$ cat src/pdr_pkg.sv
package pdr_pkg;

	// Bank geometry
	localparam int NPORT = 9;

	// Register offsets, ports 1-4, 10-12, 14, 15
	localparam logic [15:0] OFF_PORT1_DIR  = 16'hff21;
	localparam logic [15:0] OFF_PORT2_DIR  = 16'hff22;
	localparam logic [15:0] OFF_PORT3_DIR  = 16'hff23;
	localparam logic [15:0] OFF_PORT4_DIR  = 16'hff24;
	localparam logic [15:0] OFF_PORT10_DIR = 16'hff2a;
	localparam logic [15:0] OFF_PORT11_DIR = 16'hff2b;
	localparam logic [15:0] OFF_PORT12_DIR = 16'hff2c;
	localparam logic [15:0] OFF_PORT14_DIR = 16'hff2e;
	localparam logic [15:0] OFF_PORT15_DIR = 16'hff2f;

	localparam logic [NPORT-1:0][15:0] OFFSETS = {
		OFF_PORT15_DIR, OFF_PORT14_DIR, OFF_PORT12_DIR, OFF_PORT11_DIR, OFF_PORT10_DIR,
		OFF_PORT4_DIR, OFF_PORT3_DIR, OFF_PORT2_DIR, OFF_PORT1_DIR};

	// Implemented bit positions per port, others are fixed ones
	localparam logic [NPORT-1:0][7:0] IMPL_MASKS = {
		8'h0f, 8'h0f, 8'h01, 8'h0c, 8'h03, 8'h01, 8'h1e, 8'h3f, 8'h0c};

	// Value after reset: every pin an input
	localparam logic [7:0] DIR_RESET = 8'hff;

	// Answer to a read of an unmapped address
	localparam logic [7:0] UNMAPPED_DATA = 8'h00;

	// CPU memory access toward the bank
	typedef struct packed {
		logic [15:0] addr;
		logic        rd;
		logic        wr_byte;
		logic        wr_bit;
		logic [2:0]  bit_sel;
		logic        bit_val;
		logic [7:0]  wdata;
	} pdr_req_t;

	// Force unimplemented positions to one
	function automatic logic [7:0] pdr_fix(input logic [7:0] v, input logic [7:0] impl);
		return (v & impl) | ~impl;
	endfunction

endpackage

$ cat src/pdr_dir_reg.sv
`timescale 1ns/1ps

// One port direction byte with fixed-one unimplemented bits
module pdr_dir_reg #(
	parameter logic [7:0] IMPL = 8'hff
) (
	input  wire logic             clk,
	input  wire logic             resetn,
	input  wire logic             ce,
	input  wire logic             sel,
	input  wire pdr_pkg::pdr_req_t req,
	output logic [7:0]            q
);

	logic [7:0] q_nxt;

	// Byte write replaces, bit write touches one position
	always_comb
	begin
		q_nxt = q;
		if (req.wr_byte)
			q_nxt = req.wdata; // RL2
		else if (req.wr_bit)
			q_nxt[req.bit_sel] = req.bit_val; // RL2
	end

	// Direction flops, one per pin
	always_ff @(posedge clk or negedge resetn)
	begin
		if (!resetn)
			q <= pdr_pkg::DIR_RESET; // RL3
		else if (ce && sel)
			q <= pdr_pkg::pdr_fix(q_nxt, IMPL); // RL10
	end

endmodule // pdr_dir_reg

$ cat src/pdr_port_dir.sv
`timescale 1ns/1ps

// How it works
// RL1: Every implemented pin has own direction bit
// RL2: Byte write or single-bit write supported
// RL3: Reset loads all direction registers with ones
// RL4: One selects input, output buffer off
// RL5: Zero selects output, buffer drives latch value
// RL6: Software writes ones to unused ports 1-3
// RL7: Software keeps unused bits ports 4,10,12
// RL8: Software keeps unused bits ports 11,14,15
// RL9: Software sets direction before alternate function
// RL10: Unimplemented bits are constant ones
module pdr_port_dir (
	input  wire logic                             clk,
	input  wire logic                             resetn,
	input  wire logic                             ce,
	input  wire pdr_pkg::pdr_req_t                req,
	output logic [7:0]                            rdata_r,
	output logic                                  rvalid_r,
	output logic                                  rhit_r,
	output logic [pdr_pkg::NPORT-1:0][7:0]        pin_oe_n
);

	logic [pdr_pkg::NPORT-1:0]      sel;
	logic [7:0]                     rdata_nxt;
	logic                           rhit_nxt;

	// Address decode, one byte register per port
	genvar gi;
	generate
		for (gi = 0; gi < pdr_pkg::NPORT; gi++)
		begin : g_port
			assign sel[gi] = (req.addr == pdr_pkg::OFFSETS[gi]);

			// Direction bit is the active-low output enable of each pin
			pdr_dir_reg #(
				.IMPL (pdr_pkg::IMPL_MASKS[gi])
			) u_reg (
				.clk    (clk),
				.resetn (resetn),
				.ce     (ce),
				.sel    (sel[gi]),
				.req    (req),
				.q      (pin_oe_n[gi]) // RL1 RL4 RL5
			);
		end
	endgenerate

	// Read mux, unmapped addresses answer zero
	always_comb
	begin
		rdata_nxt = pdr_pkg::UNMAPPED_DATA;
		rhit_nxt  = 1'b0;
		for (int i = 0; i < pdr_pkg::NPORT; i++)
		begin
			if (sel[i])
			begin
				rdata_nxt = pin_oe_n[i];
				rhit_nxt  = 1'b1;
			end
		end
	end

	// Registered read answer, one cycle after the strobe
	always_ff @(posedge clk or negedge resetn)
	begin
		if (!resetn)
		begin
			rdata_r  <= 8'h00;
			rvalid_r <= 1'b0;
			rhit_r   <= 1'b0;
		end
		else if (ce)
		begin
			rvalid_r <= req.rd;
			if (req.rd)
			begin
				rdata_r <= rdata_nxt;
				rhit_r  <= rhit_nxt;
			end
		end
	end

	generate
		for (gi = 0; gi < pdr_pkg::NPORT; gi++)
		begin : g_chk

		end
	endgenerate
endmodule // pdr_port_dir

$ cat config.mk
export PLATFORM = sky130hd
export DESIGN_NAME = pdr_port_dir
export DESIGN_NICKNAME = d
export VERILOG_FILES = /design/src/pdr_pkg.sv /design/src/pdr_dir_reg.sv /design/src/pdr_port_dir.sv
export SDC_FILE = /design/constraint.sdc
export NUM_CORES = 1
export LEC_CHECK = 0
export BUFFER_PORTS_ARGS = -buffer_cell sky130_fd_sc_hd__buf_2
export CORE_AREA = 5 5 83 85
export DETAILED_ROUTE_END_ITERATION = 10
export DIE_AREA = 0 0 88 90
export PLACE_DENSITY_LB_ADDON = 0.3
export SETUP_SLACK_MARGIN = 0.2
export SLEW_MARGIN = 25
export SYNTH_ARGS = -nofsm -noshare
export SYNTH_HDL_FRONTEND = slang
export SYNTH_SLANG_ARGS = --single-unit
$ cat constraint.sdc
create_clock -name clk -period 1.4 [get_ports clk]
set_clock_uncertainty 0.05 [all_clocks]
set_input_delay 0.21 -clock clk [delete_from_list [all_inputs] [get_ports clk]]
set_output_delay 0.21 -clock clk [all_outputs]
set_load 0.1 [all_outputs]
Word-level counts from Yosys, hierarchy flattened
Cells that the tools add are included.
Operators by class
  equality and inequality tests: 9
  order comparisons: 2
  reductions and logical operators: 21
  muxes and demuxes: 47
Operators by type and width (number)
  == test 16 bit (second input constant): 9
  bitwise mux 8 bit: 9
  two-way mux 8 bit: 9
  two-way mux 4 bit: 8
  AND reduction 2 bit: 10
  two-way mux 1 bit: 14
  two-way mux 6 bit: 2
  logical AND 1 bit: 10
  two-way mux 5 bit: 2
  less-than comparator 3 x 4 -> 1 bit (second input constant): 1
  two-way mux 2 bit: 2
  demux 1 bit (select 3 bit): 1
  >= comparator 3 x 1 -> 1 bit (second input constant): 1
  nonzero test 2 bit: 1
Storage, ports and cells
  register bits: 36
  output and inout bits: 82

Longest topological paths before layout
Gate-level depths: netlist of the first run.
  depth after elaboration: 10
  mapped depth: 7

Cells and area by module
Synthesis of the first run repeated with hierarchy kept, for this count alone.
Second synthesis, totals
  cell total of the unflattened synthesis: 411
  area total of the unflattened synthesis: 3597.2 um2
By module, submodules not included
  pdr_port_dir: cells each 171, area each 1303.8 um2, times used 1
  pdr_dir_reg (g_port[1].u_reg): cells each 48, area each 467.9 um2, times used 1
  pdr_dir_reg (g_port[0].u_reg ...): cells each 21, area each 201.4 um2, times used 2
  pdr_dir_reg (g_port[7].u_reg): cells each 34, area each 325.3 um2, times used 1
  pdr_dir_reg (g_port[2].u_reg): cells each 31, area each 320.3 um2, times used 1
  pdr_dir_reg (g_port[8].u_reg): cells each 34, area each 316.6 um2, times used 1
  pdr_dir_reg (g_port[3].u_reg ...): cells each 16, area each 138.9 um2, times used 2
  pdr_dir_reg (g_port[4].u_reg): cells each 19, area each 182.7 um2, times used 1

Least setup slack after synthesis of the first run
OpenSTA, ideal clock, no wires.
  path kind: in2reg
  start: in req[22] in the netlist's numbering
  end: reg g_port[3].u_reg.q[0]
  stages: 5
  required time: 1.265 ns
  path slack: -0.583 ns
  library setup time: 0.085 ns
  data arrival time: 1.848 ns
  cell sequence: nand4bb_4 or3_4 or2_1 or4_1 mux2_1
On the way
  longest elaborated chain between the ends: 3
RTL lines
  start, declared: RTL line pdr_port_dir.sv:18  | input wire pdr_pkg::pdr_req_t req,
  == test 16 bit: RTL line pdr_port_dir.sv:34  | assign sel[gi] = (req.addr == pdr_pkg::OFFSETS[gi]);
  logical AND 1 bit: RTL line pdr_dir_reg.sv:32  | else if (ce && sel)
  AND reduction 2 bit (no line)
  end signal, assigned: RTL line pdr_dir_reg.sv:31  | q <= pdr_pkg::DIR_RESET;
  end signal, assigned: RTL line pdr_dir_reg.sv:33  | q <= pdr_pkg::pdr_fix(q_nxt, IMPL);
  end, declared: RTL line pdr_dir_reg.sv:12  | output logic [7:0] q
Every way passes these cells.
A chain may end at the register's enable or synchronous reset.

Worst setup path after layout of the first run
  start: in req[21] in the netlist's numbering
  end: reg g_port[3].u_reg.q[0]
The elaborated chain is that of the path after synthesis.

==> results of run 1 <==
per-layer routing:
layer | share of wire (%) | vias up
met2 | 50 | 144
met3 | 8.0 | 25
met5 | 0 | -
met4 | 3.6 | 0
li1 | - | 1174
met1 | 38 | 1234
critical path, stage by stage:
cell	delay, ns
buf_6	0.09
nand4b_1	0.21
or3_4	0.44
or2_4	0.25
or4_4	0.42
mux2_4	0.31
layout make-up:
class	instances	share of cell area [%]
clock buffers	6	1.661
inverters	5	0.4296
multi-input cells	217	38.12
flip-flops and latches	34	20.93
well taps	77	2.205
repair buffers	155	36.45
clock inverters	2	0.2005
flip-flops by register name (all words and copies together), names as in the netlist:
| register | count |
|---|---|
| g_port.u_reg.q | 26 |
| rdata_r | 7 |
| rvalid_r | 1 |
synthesized netlist by cell type (all sizes together) (4+ instances only):
master	number
a21oi	13
buf	49
clkbuf	10
dfrtp	8
dfstp	26
inv	5
mux2	25
nand2	26
nand2b	4
nand3	6
nand4bb	4
nor2	24
nor2b	5
nor3	4
nor4	6
o21ai	8
cells in the final DEF (no fill, tap or decap), drive strengths merged, types with 6 or more instances in the layout:
master  Yosys  routed
a21oi      13      13
buf        49     154
clkbuf     10       6
conb        1      46
dfrtp       8       8
dfstp      26      26
mux2       25      25
nand2      26      26
nand3       6       6
nor2       24      24
nor4        6       6
o21ai       8       8
final timing paths:
path | end | depth (start not counted) | slack, ns | start
min in group asynchronous | rdata_r[2] | 2 | 0.34 | resetn
hold / removal | g_port[1].u_reg.q[5] | 3 | 0.13 | req[5]
setup reg to reg | rdata_r[3] | 4 | -0.15 | g_port[5].u_reg.q[3]
setup / recovery | g_port[3].u_reg.q[0] | 6 | -0.36 | req[21]
max in group asynchronous | g_port[2].u_reg.q[1] | 3 | 0.43 | resetn
hold reg to reg | rdata_r[4] | 1 | 0.49 | rdata_r[4]
timing repair:
action / 4_1_cts / 5_1_grt
resized for setup: 63 / 29
hold buffers: 1 / 0
pin swaps: 21 / 7
endpoints found under the setup margin: 69 / 66
hold endpoints to repair: 1 / 0
buffers inserted: 20 / 7
cloned: 0 / 0
cells by family (layout without fill, tap and decap cells):
kind of cell | count (synthesis) | after routing | share of synthesized area, %
DFF | 34 | 34 | 36.08
buffers and inverters | 64 | 168 | 17.22
and+or+nand+nor | 95 | 95 | 20.90
AOI/OAI and AO/OA | 51 | 51 | 14.15
muxes | 25 | 25 | 11.50
other | 1 | 46 | 0.1531
stage by stage:
stage | setup TNS [ns] | instance area [um2] | total power [mW] | cells
floorplan | -8.295 | 2764 | 1.905 | 315
global placement | -15.43 | 3669 | 2.033 | 460
detailed placement | -15.85 | 3669 | 2.041 | 460
CTS | -5.437 | 4202 | 2.788 | 489
global route | -10.42 | 4369 | 2.941 | 496
finish | -8.573 | 4369 | 2.843 | 496
power by group through the flow:
stage          registers, mW  logic (mW)  clock network, mW
6_report                1.01        1.13              0.700
5_1_grt                 1.01        1.17              0.754
3_5_place_dp            1.02        1.02                  0
3_3_place_gp            1.02        1.01                  0
2_1_floorplan           1.11       0.792                  0
4_1_cts                 1.01        1.07              0.705
==> impl_results.md, run 1 <==
* Vias per cell at 5.196
* EDFF count, synth at 0
* Num CTS Buffers at 5
* Max-cap check violation count at 0
* Global route overflow at 0
* FF/Latch Area at 914.6 um2
* FMAX at 0.5676 GHz
* Post-synth ARST share at 100.0%
* Synthesized flop and latch total at 34
* Die span in x at 88 um
* Internal power at 1.580 mW
* Post-DR wirelength/cell at 17.19 um
* Synth Area per Inst at 9.069 um2
* Nets at 452
* Vias in the first global route at 2514
* Post-synthesis cell type count at 52
* CTS tree: built
* Antenna Nets Post-Route at 0
* Synth top area cells: dfstp_2, buf_4, mux2_2
* Most Crowded Layer GR: met2
* Die area at 7920 um2
* Total GRT Usage at 20.15%
* Gate power share at 39.8%
* Failing checks: negative setup slack
* Area of the multi-input gates at 1665 um2
* Cells after synthesis at 270
* DP HPWL at 6126 um
* Num ports at 116
* Share of post-route cells with drive strength above 1 at 60.14%
* Port bufs at 67
* Final hold vios at 0
* Drt first pass iters at 4
* CTS Buffer Depth at 2
* WS Path Type: primary input to flip-flop
* Final hold slack at 0.1279 ns
* Met2 Resource Use GR at 34.05%
* Sequential power share at 35.6%
* Clock Latency Late Sink at 0.29 ns
* Final Max Tran Viols at 0
* Met1 GRT Util at 24.52%
* Initial antenna violation count at 0
* RSZ-0062 raised after global routing: true
* Num rows at 29
* Clock network fraction of total power at 24.6%
* Area of the core at 6132 um2
* Ant diodes at 0
* Area Growth Syn to Fin at 78.44%
* Fin crit period at 1.762 ns
* Outcome: finished with violations
* Crit share post-route at 125.8%
* Fillers at 427
* M3 GR Usage at 3.839%
* # DRC at 0
* Register area share after synthesis at 36.08%
* Area of the mapped netlist at 2449 um2
* YS warnings at 0
* CP startpoint kind: primary input
* Final WS setup at -0.3618 ns
* Leading register cell type out of synthesis: dfstp_2
* CTS Sinks at 34
* Sw frac at 44.42%
* Initial drt markers at 206
* Clock slew at reported path FFs at 0.07 ns
* Routability cong. at 0.8967
* H-tree Lvls at 2
* Largest net degree at the start of global routing at 19
* Post-Route Utilization at 71.25%
* Leak Pwr at 1.977 nW
* Dpl ws at -0.6747 ns
* VDD IR max at 595.0 uV
* Power Dens Cells at 650.7 nW/um2
* Drt total wl at 8526 um
* First-pass GRT wire length at 12560 um
* Area share of the largest cell type after synthesis at 27.90%
* HP Class: primary input to flip-flop
* Initial core utilization at 39.93%
* Worst Setup End Kind: flip-flop
* Synth area leader: dfstp_2
* Clock root buffer: clkbuf_8
* Crit path DAT at 1.93 ns
* Vias at 2577
* Switch Pwr at 1.263 mW
* Die H at 90 um
* Crit path max fanout at 5
* Final setup fails at 36
* CP required at 1.57 ns
Power figures use the tool's default switching activity.
==> inputs of run 2 (changes only) <==
- ABC_AREA: default -> 1
- CORE_AREA: 5 5 83 85 -> 5 5 84 86
- DIE_AREA: 0 0 88 90 -> 0 0 89 91
==> run 2 against run 1 <==
Against the previous run:
- the run now ends clean
- non-clock buffer count shrank 38
- fmax grew 28%
- first-iteration DRC count shrank 54%
- die area grew 2.3%
- combinational power is essentially flat
- wire length shrank 6.9%
- setup slack gained 0.39 ns
- critical path type is now flip-flop to output pin
==> impl_results.md, run 2 <==
* Outcome: finished, final reports clean
* Final setup fails at 0 (-100%)
* Die span in x at 89 um (+1.1%)
* Nets at 520 (+15%)
* Routability cong. at 0.8841 (-1.4%)
* Post-DR wirelength/cell at 14.07 um (-18%)
* Die area at 8099 um2 (+2.3%)
* Initial core utilization at 41.44% (+1.5 points)
* Fin crit period at 1.374 ns (-0.3878 ns)
* Switch Pwr at 1.256 mW (-0.53%)
* Gate power share at 39.0% (-0.8 points)
* Commonest cells post-synth: nand2_1, inv_1, buf_4, nor2_1, dfstp_2
* Design Area, Final at 4355 um2 (-0.31%)
* Vias per cell at 4.709 (-9.4%)
* Leading register cell type out of synthesis: dfstp_2
* Num ports at 116 (unchanged)
* CTS Sinks at 34 (unchanged)
* First-pass GRT wire length at 12540 um (-0.16%)
* Cells after synthesis at 366 (+36%)
* Drt total wl at 7937 um (-6.9%)
* Largest Register: g_port.u_reg.q
* Clock slew at reported path FFs at 0.07 ns (about the same)
* Clock network fraction of total power at 24.8% (+0.2 points)
* Internal power at 1.554 mW (-1.6%)
* RSZ-0062 raised after global routing: true
* Drt first pass iters at 4 (unchanged)
* Cell family with most CP delay: flip-flops
* Max incr delay on CP at 0.65 ns (+0.21 ns)
* Global route overflow at 0 (unchanged)
* FMAX at 0.7278 GHz (+28%)
* Share of post-route cells with drive strength above 1 at 48.67% (-11 points)
* CP max-delay cell: dfstp_4
* Register area share after synthesis at 34.36% (-1.7 points)
* Total GRT Usage at 19.58% (-0.57 points)
* H-tree Lvls at 2 (unchanged)
* # DRC at 0 (unchanged)
* Area share of the largest cell type after synthesis at 26.57% (-1.3 points)
* EDFF count, synth at 0 (unchanged)
* Leak Pwr at 2.291 nW (+16%)
* Post-synthesis cell type count at 32 (-38%)
* CP startpoint kind: flip-flop
* Critical-path cell list: buf_12
* Crit share post-route at 98.14% (-28 points)
* CTS Buffer Depth at 2 (unchanged)
* Area Growth Syn to Fin at 69.39%
* Synth Area per Inst at 7.025 um2 (-23%)
* Vias in the first global route at 2650 (+5.4%)
* WS Path Type: flip-flop to output pin
* HP Class: primary input to flip-flop
* Port bufs at 67 (unchanged)
* Die H at 91 um (+1.1%)
* Crit path DAT at 1.11 ns (-0.82 ns)
* Sequential power share at 36.2% (+0.6 points)
* Post-Place Cells at 528 (+15%)
* Area of the mapped netlist at 2571 um2 (+5.0%)
* Sw frac at 44.69% (+0.27 points)
* Biggest regs: g_port.u_reg.q x26, rdata_r x7, rvalid_r x1
* CP required at 1.14 ns (-0.43 ns)
* Crit path max fanout at 2 (-3)
* Final hold vios at 0 (unchanged)
* Non-filler cells in the finished layout at 564 (+14%)
* YS warnings at 0 (unchanged)
* Num CTS Buffers at 5 (unchanged)
* Clock Latency Late Sink at 0.29 ns (about the same)
* Power Dens Cells at 645.3 nW/um2 (-0.82%)
* Ant diodes at 0 (unchanged)
* Area of the core at 6205 um2 (+1.2%)
* Synth top area cells: dfstp_2, buf_4, nand2_1
* CTS tree: built
* Commonest cells after routing, fill and taps aside: nand2_1, inv_1, conb_1, buf_4, buf_12
* Clock root buffer: clkbuf_8
* Worst Setup End Kind: output pin
* Antenna Nets Post-Route at 0 (unchanged)
* Largest net degree at the start of global routing at 35 (+16)
* Vias at 2656 (+3.1%)
* CP bufs+invs at 1 (unchanged)
* Num rows at 29 (unchanged)
* Initial antenna violation count at 0 (unchanged)
* DP HPWL at 5976 um (-2.5%)
* Post-synth ARST share at 100.0% (unchanged)
* Placed Area at 3628 um2 (-1.1%)
* Initial drt markers at 94 (-54%)
* VDD IR max at 676.7 uV (+14%)
* Commonest non-fill, non-tap cell in the layout: nand2_1
* Synthesized flop and latch total at 34 (unchanged)
* Most frequent cell after synthesis: nand2_1
* Max reg flops at 26 (unchanged)
* Final Max Tran Viols at 0 (unchanged)
* Final hold slack at 0.1939 ns (+0.06604 ns)
* Synth area leader: dfstp_2
* Max-cap check violation count at 0 (unchanged)
run 2: changes by cell type after synthesis, moves of 5 or more:
cell | previous run | this run
nand2_1 | 26 | 79
nand3_1 | 6 | 14
inv_1 | 5 | 66
o21ai_0 | 7 | 22
nor4_1 | 6 | 0
nor2b_1 | 5 | 0
clkbuf_1 | 9 | 0
mux2_2 | 24 | 0
nand4_1 | 1 | 9
nor2_1 | 24 | 35
mux2i_1 | 0 | 9
run 2: metal layers:
metal	part of all wire (%)	vias to the layer above	track usage (%)
li1	-	1292	-
met1	39	1249	24.70
met2	52	105	33.97
met3	8.3	10	3.710
met4	1.2	0	4.963
met5	0	-	0
run 2: worst paths after layout:
path / cells after the start / endpoint / slack [ns] / from
min in group asynchronous: 3 / rvalid_r / 0.35 / resetn
setup reg to reg: 11 / rdata_r[0] / 0.08 / g_port[1].u_reg.q[0]
max in group asynchronous: 3 / g_port[6].u_reg.q[0] / 0.69 / resetn
hold reg to reg: 2 / rdata_r[2] / 0.46 / rdata_r[2]
setup / recovery: 1 / pin_oe_n[58] / 0.03 / g_port[7].u_reg.q[2]
hold / removal: 2 / rvalid_r / 0.19 / ce
run 2: logic make-up after synthesis:
logic type	share of synthesized area [%]
AND/OR/NAND/NOR	27.88
multiplexers	4.088
AO/OA/AOI/OAI	9.003
buffers and inverters	24.53
flip-flops	34.36
other	0.1458
run 2: layout make-up:
type	count	area, um2
flip-flops and latches	34	949.7
inverters	70	285.3
fillers	487	1849
well taps	77	96.34
repair buffers	117	1379
clock buffers	8	80.08
multi-input cells	258	1565
run 2: power by group through the flow:
stage                     combinational (mW)  clock, mW  sequential, mW
after floorplan                        0.827          0            1.12
after global placement                  1.00          0            1.03
after detailed placement                1.01          0            1.03
after CTS                               1.05      0.720            1.02
after global routing                    1.14      0.753            1.02
final                                   1.10      0.696            1.02
run 2: timing repair:
item | CTS | global route
endpoints found under the setup margin | 60 | 63
hold endpoints to repair | 8 | 0
pin swaps | 30 | 40
gates cloned | 0 | 0
buffers inserted | 24 | 3
hold buffers | 1 | 0
resized for setup | 54 | 63
run 2: worst register-to-register path, stage by stage (launching register included):
cell,delay (ns)
dfstp_4,0.63
buf_6,0.10
nand3_2,0.05
nand2_1,0.06
inv_1,0.04
nand2_1,0.05
nand2_1,0.05
nand2_1,0.05
nand2_1,0.05
nand2_1,0.06
nand2_1,0.05
nand2_1,0.05
run 2: per-stage QoR:
stage	setup TNS (ns)	setup slack, ns	power, mW	utilization [%]
floorplan	0	0.03503	1.944	-
global placement	-4.292	-0.2109	2.034	58.48
detailed placement	-4.691	-0.2257	2.040	58.48
CTS	0	0.01823	2.791	66.30
global route	-0.01339	-0.01339	2.912	70.20
finish	0	0.02601	2.811	70.20
==> inputs of run 3 (changes only) <==
==> constraint.sdc (replaced) <==
create_clock -name clk -period 1.4 [get_ports clk]
set_clock_uncertainty 0.05 [all_clocks]
set_input_delay 0 -clock clk [delete_from_list [all_inputs] [get_ports clk]]
set_output_delay 0 -clock clk [all_outputs]
set_load 0.1 [all_outputs]
==> run 3 against run 2 <==
Against the previous run:
- critical path depth grew 9
- setup slack better by 0.11 ns
- count of clock-buffer cells in the layout down 2
- utilization down 15 points
- worst hold slack worse by 0.18 ns
- die area stayed put
- fmax is 9.1% higher
- cell area shrank 21%
- clock power rose by 11%
- flip-flop and latch count unchanged
- first-iteration DRC count grew 46%
- register-to-register slack improved by 0.06 ns
- critical path type is now flip-flop to flip-flop
==> impl_results.md, run 3 (synthesis gave the netlist of run 2 again) <==
* Outcome: finished, final reports clean
* Num rows at 29 (unchanged)
* Max reg flops at 26 (unchanged)
* Port bufs at 67 (unchanged)
* Global route overflow at 0 (unchanged)
* Max incr delay on CP at 0.65 ns (about the same)
* Die span in x at 89 um (unchanged)
* Fin crit period at 1.259 ns (-0.1145 ns)
* Crit-path most repeated cell: nand2_1
* Largest net degree at the start of global routing at 35 (unchanged)
* First-pass GRT wire length at 10550 um (-16%)
* Drt total wl at 6638 um (-16%)
* Leak Pwr at 1.932 nW (-16%)
* HP Class: primary input to flip-flop
* Critical-path cell list: nand3_2 > nand2_1 > inv_1 > nand2_1 > nand2_1 > nand2_1 > nand2_1 > nand2_1 > nand2_1 > nand2_1
* Final Max Tran Viols at 0 (unchanged)
* Cell family with most CP delay: flip-flops
* R2r setup slk at 0.14 ns (+0.06 ns)
* Antenna Nets Post-Route at 0 (unchanged)
* Fillers at 609 (+25%)
* VDD IR max at 833.1 uV (+23%)
* Post-Place Cells at 520 (-1.5%)
* Dpl ws at -0.01434 ns (+0.2114 ns)
* Commonest non-fill, non-tap cell in the layout: nand2_1
* RSZ-0062 raised after global routing: true
* CP required at 1.58 ns (+0.44 ns)
* Die H at 91 um (unchanged)
* Final hold slack at 0.01350 ns (-0.1804 ns)
* Commonest cells after routing, fill and taps aside: nand2_1, inv_1, conb_1, buf_2, nor2_1
* CTS Buffer Depth at 2 (unchanged)
* Largest Register: g_port.u_reg.q
* Ant diodes at 0 (unchanged)
* Vias per cell at 4.625 (-1.8%)
* Worst Setup End Kind: flip-flop
* Fin Setup TNS at 0 ns (unchanged)
* Vias in the first global route at 2337 (-12%)
* Crit path DAT at 1.44 ns (+0.33 ns)
* Non-filler cells in the finished layout at 531 (-5.9%)
* Crit path max fanout at 3 (+1)
* Num ports at 116 (unchanged)
* CP bufs+invs at 1 (unchanged)
* Final setup fails at 0 (unchanged)
* Die area at 8099 um2 (unchanged)
* Clock root buffer: clkbuf_8
* Final hold vios at 0 (unchanged)
* CP max-delay cell: dfstp_4
* Initial core utilization at 41.44% (unchanged)
* Total GRT Usage at 16.24% (-3.3 points)
* CTS Sinks at 34 (unchanged)
* Final WS setup at 0.1405 ns (+0.1145 ns)
* H-tree Lvls at 2 (unchanged)
* WS Path Type: flip-flop to flip-flop
* Area Growth Syn to Fin at 34.31%
* Clock Latency Late Sink at 0.28 ns (about the same)
* Vias at 2456 (-7.5%)
* Share of post-route cells with drive strength above 1 at 34.14% (-15 points)
* DP HPWL at 5365 um (-10%)
* CP startpoint kind: flip-flop
* Drt first pass iters at 4 (unchanged)
* Area of the core at 6205 um2 (unchanged)
* Crit share post-route at 89.96% (-8.2 points)
* Routability cong. at 0.8578 (-3.0%)
* Post-DR wirelength/cell at 12.50 um (-11%)
* Nets at 487 (-6.3%)
* Num CTS Buffers at 5 (unchanged)
* Initial antenna violation count at 0 (unchanged)
* Initial drt markers at 137 (+46%)
* FMAX at 0.7940 GHz (+9.1%)
* Biggest regs: g_port.u_reg.q x26, rdata_r x7, rvalid_r x1
* Power Dens Cells at 790.5 nW/um2 (+22%)
* Max-cap check violation count at 0 (unchanged)
* CTS tree: built
* Post-Route Utilization at 55.66% (-15 points)
* Clock slew at reported path FFs at 0.07 ns (about the same)
* # DRC at 0 (unchanged)
run 3: changes by cell type in the layout (fill, tap and decap cells not counted), sizes merged:
cell         delta
clkbuf          -1
inv             +1
buf            -35
clkinv          +1
dlygate4sd3     +1
run 3: final cells by class:
cell class                      count  area, um2  area share [%]
Multi-Input combinational cell    258       1281           37.10
Tap cell                           77      96.34           2.790
Timing Repair Buffer               84      769.5           22.28
Sequential cell                    34      947.2           27.43
Inverter                           70      265.3           7.681
Clock buffer                        6      82.58           2.391
Clock inverter                      2      11.26          0.3261
run 3: routing by layer:
layer / GRT usage, % / part of all wire [%]
met1: 19.90 / 41
met2: 28.40 / 49
met3: 3.077 / 9.0
met4: 4.963 / 1.3
met5: 0 / 0
run 3: power by group:
group / switching [mW] / total (mW) / internal [mW]
clock network: 0.380 / 0.776 / 0.397
registers: 0.00721 / 1.00 / 0.997
logic: 0.845 / 0.949 / 0.104
total: 1.23 / 2.73 / 1.50
run 3: timing repair:
| item | in CTS | in global routing |
|---|---|---|
| hold endpoints to repair | 9 | 0 |
| setup buffers | 0 | 1 |
| setup endpoints to repair | 12 | 26 |
| pin swaps | 2 | 10 |
| hold buffers | 2 | 0 |
| resized for setup | 11 | 25 |
run 3: through the flow:
| stage | cell area, um2 | power [mW] |
|---|---|---|
| global placement | 3213 | 1.947 |
| finish | 3453 | 2.730 |
| CTS | 3357 | 2.738 |
| detailed placement | 3213 | 1.955 |
| floorplan | 2804 | 1.915 |
| global route | 3453 | 2.828 |
run 3: worst paths after layout:
| kind | start | endpoint | depth (start not counted) |
|---|---|---|---|
| setup / recovery | g_port[1].u_reg.q[0] | rdata_r[0] | 10 |
| hold / removal | req[14] | rvalid_r | 3 |
| hold reg to reg | rdata_r[3] | rdata_r[3] | 2 |
| max in group asynchronous | resetn | g_port[1].u_reg.q[1] | 3 |
| setup reg to reg | g_port[1].u_reg.q[0] | rdata_r[0] | 10 |
| min in group asynchronous | resetn | rdata_r[2] | 3 |
run 3: tightest hold or removal path: cells and delay by family:
kind,cells,cell delay (ns)
simple gates,1,0.13
buf+inv,1,0.08
compound gates,1,0.10
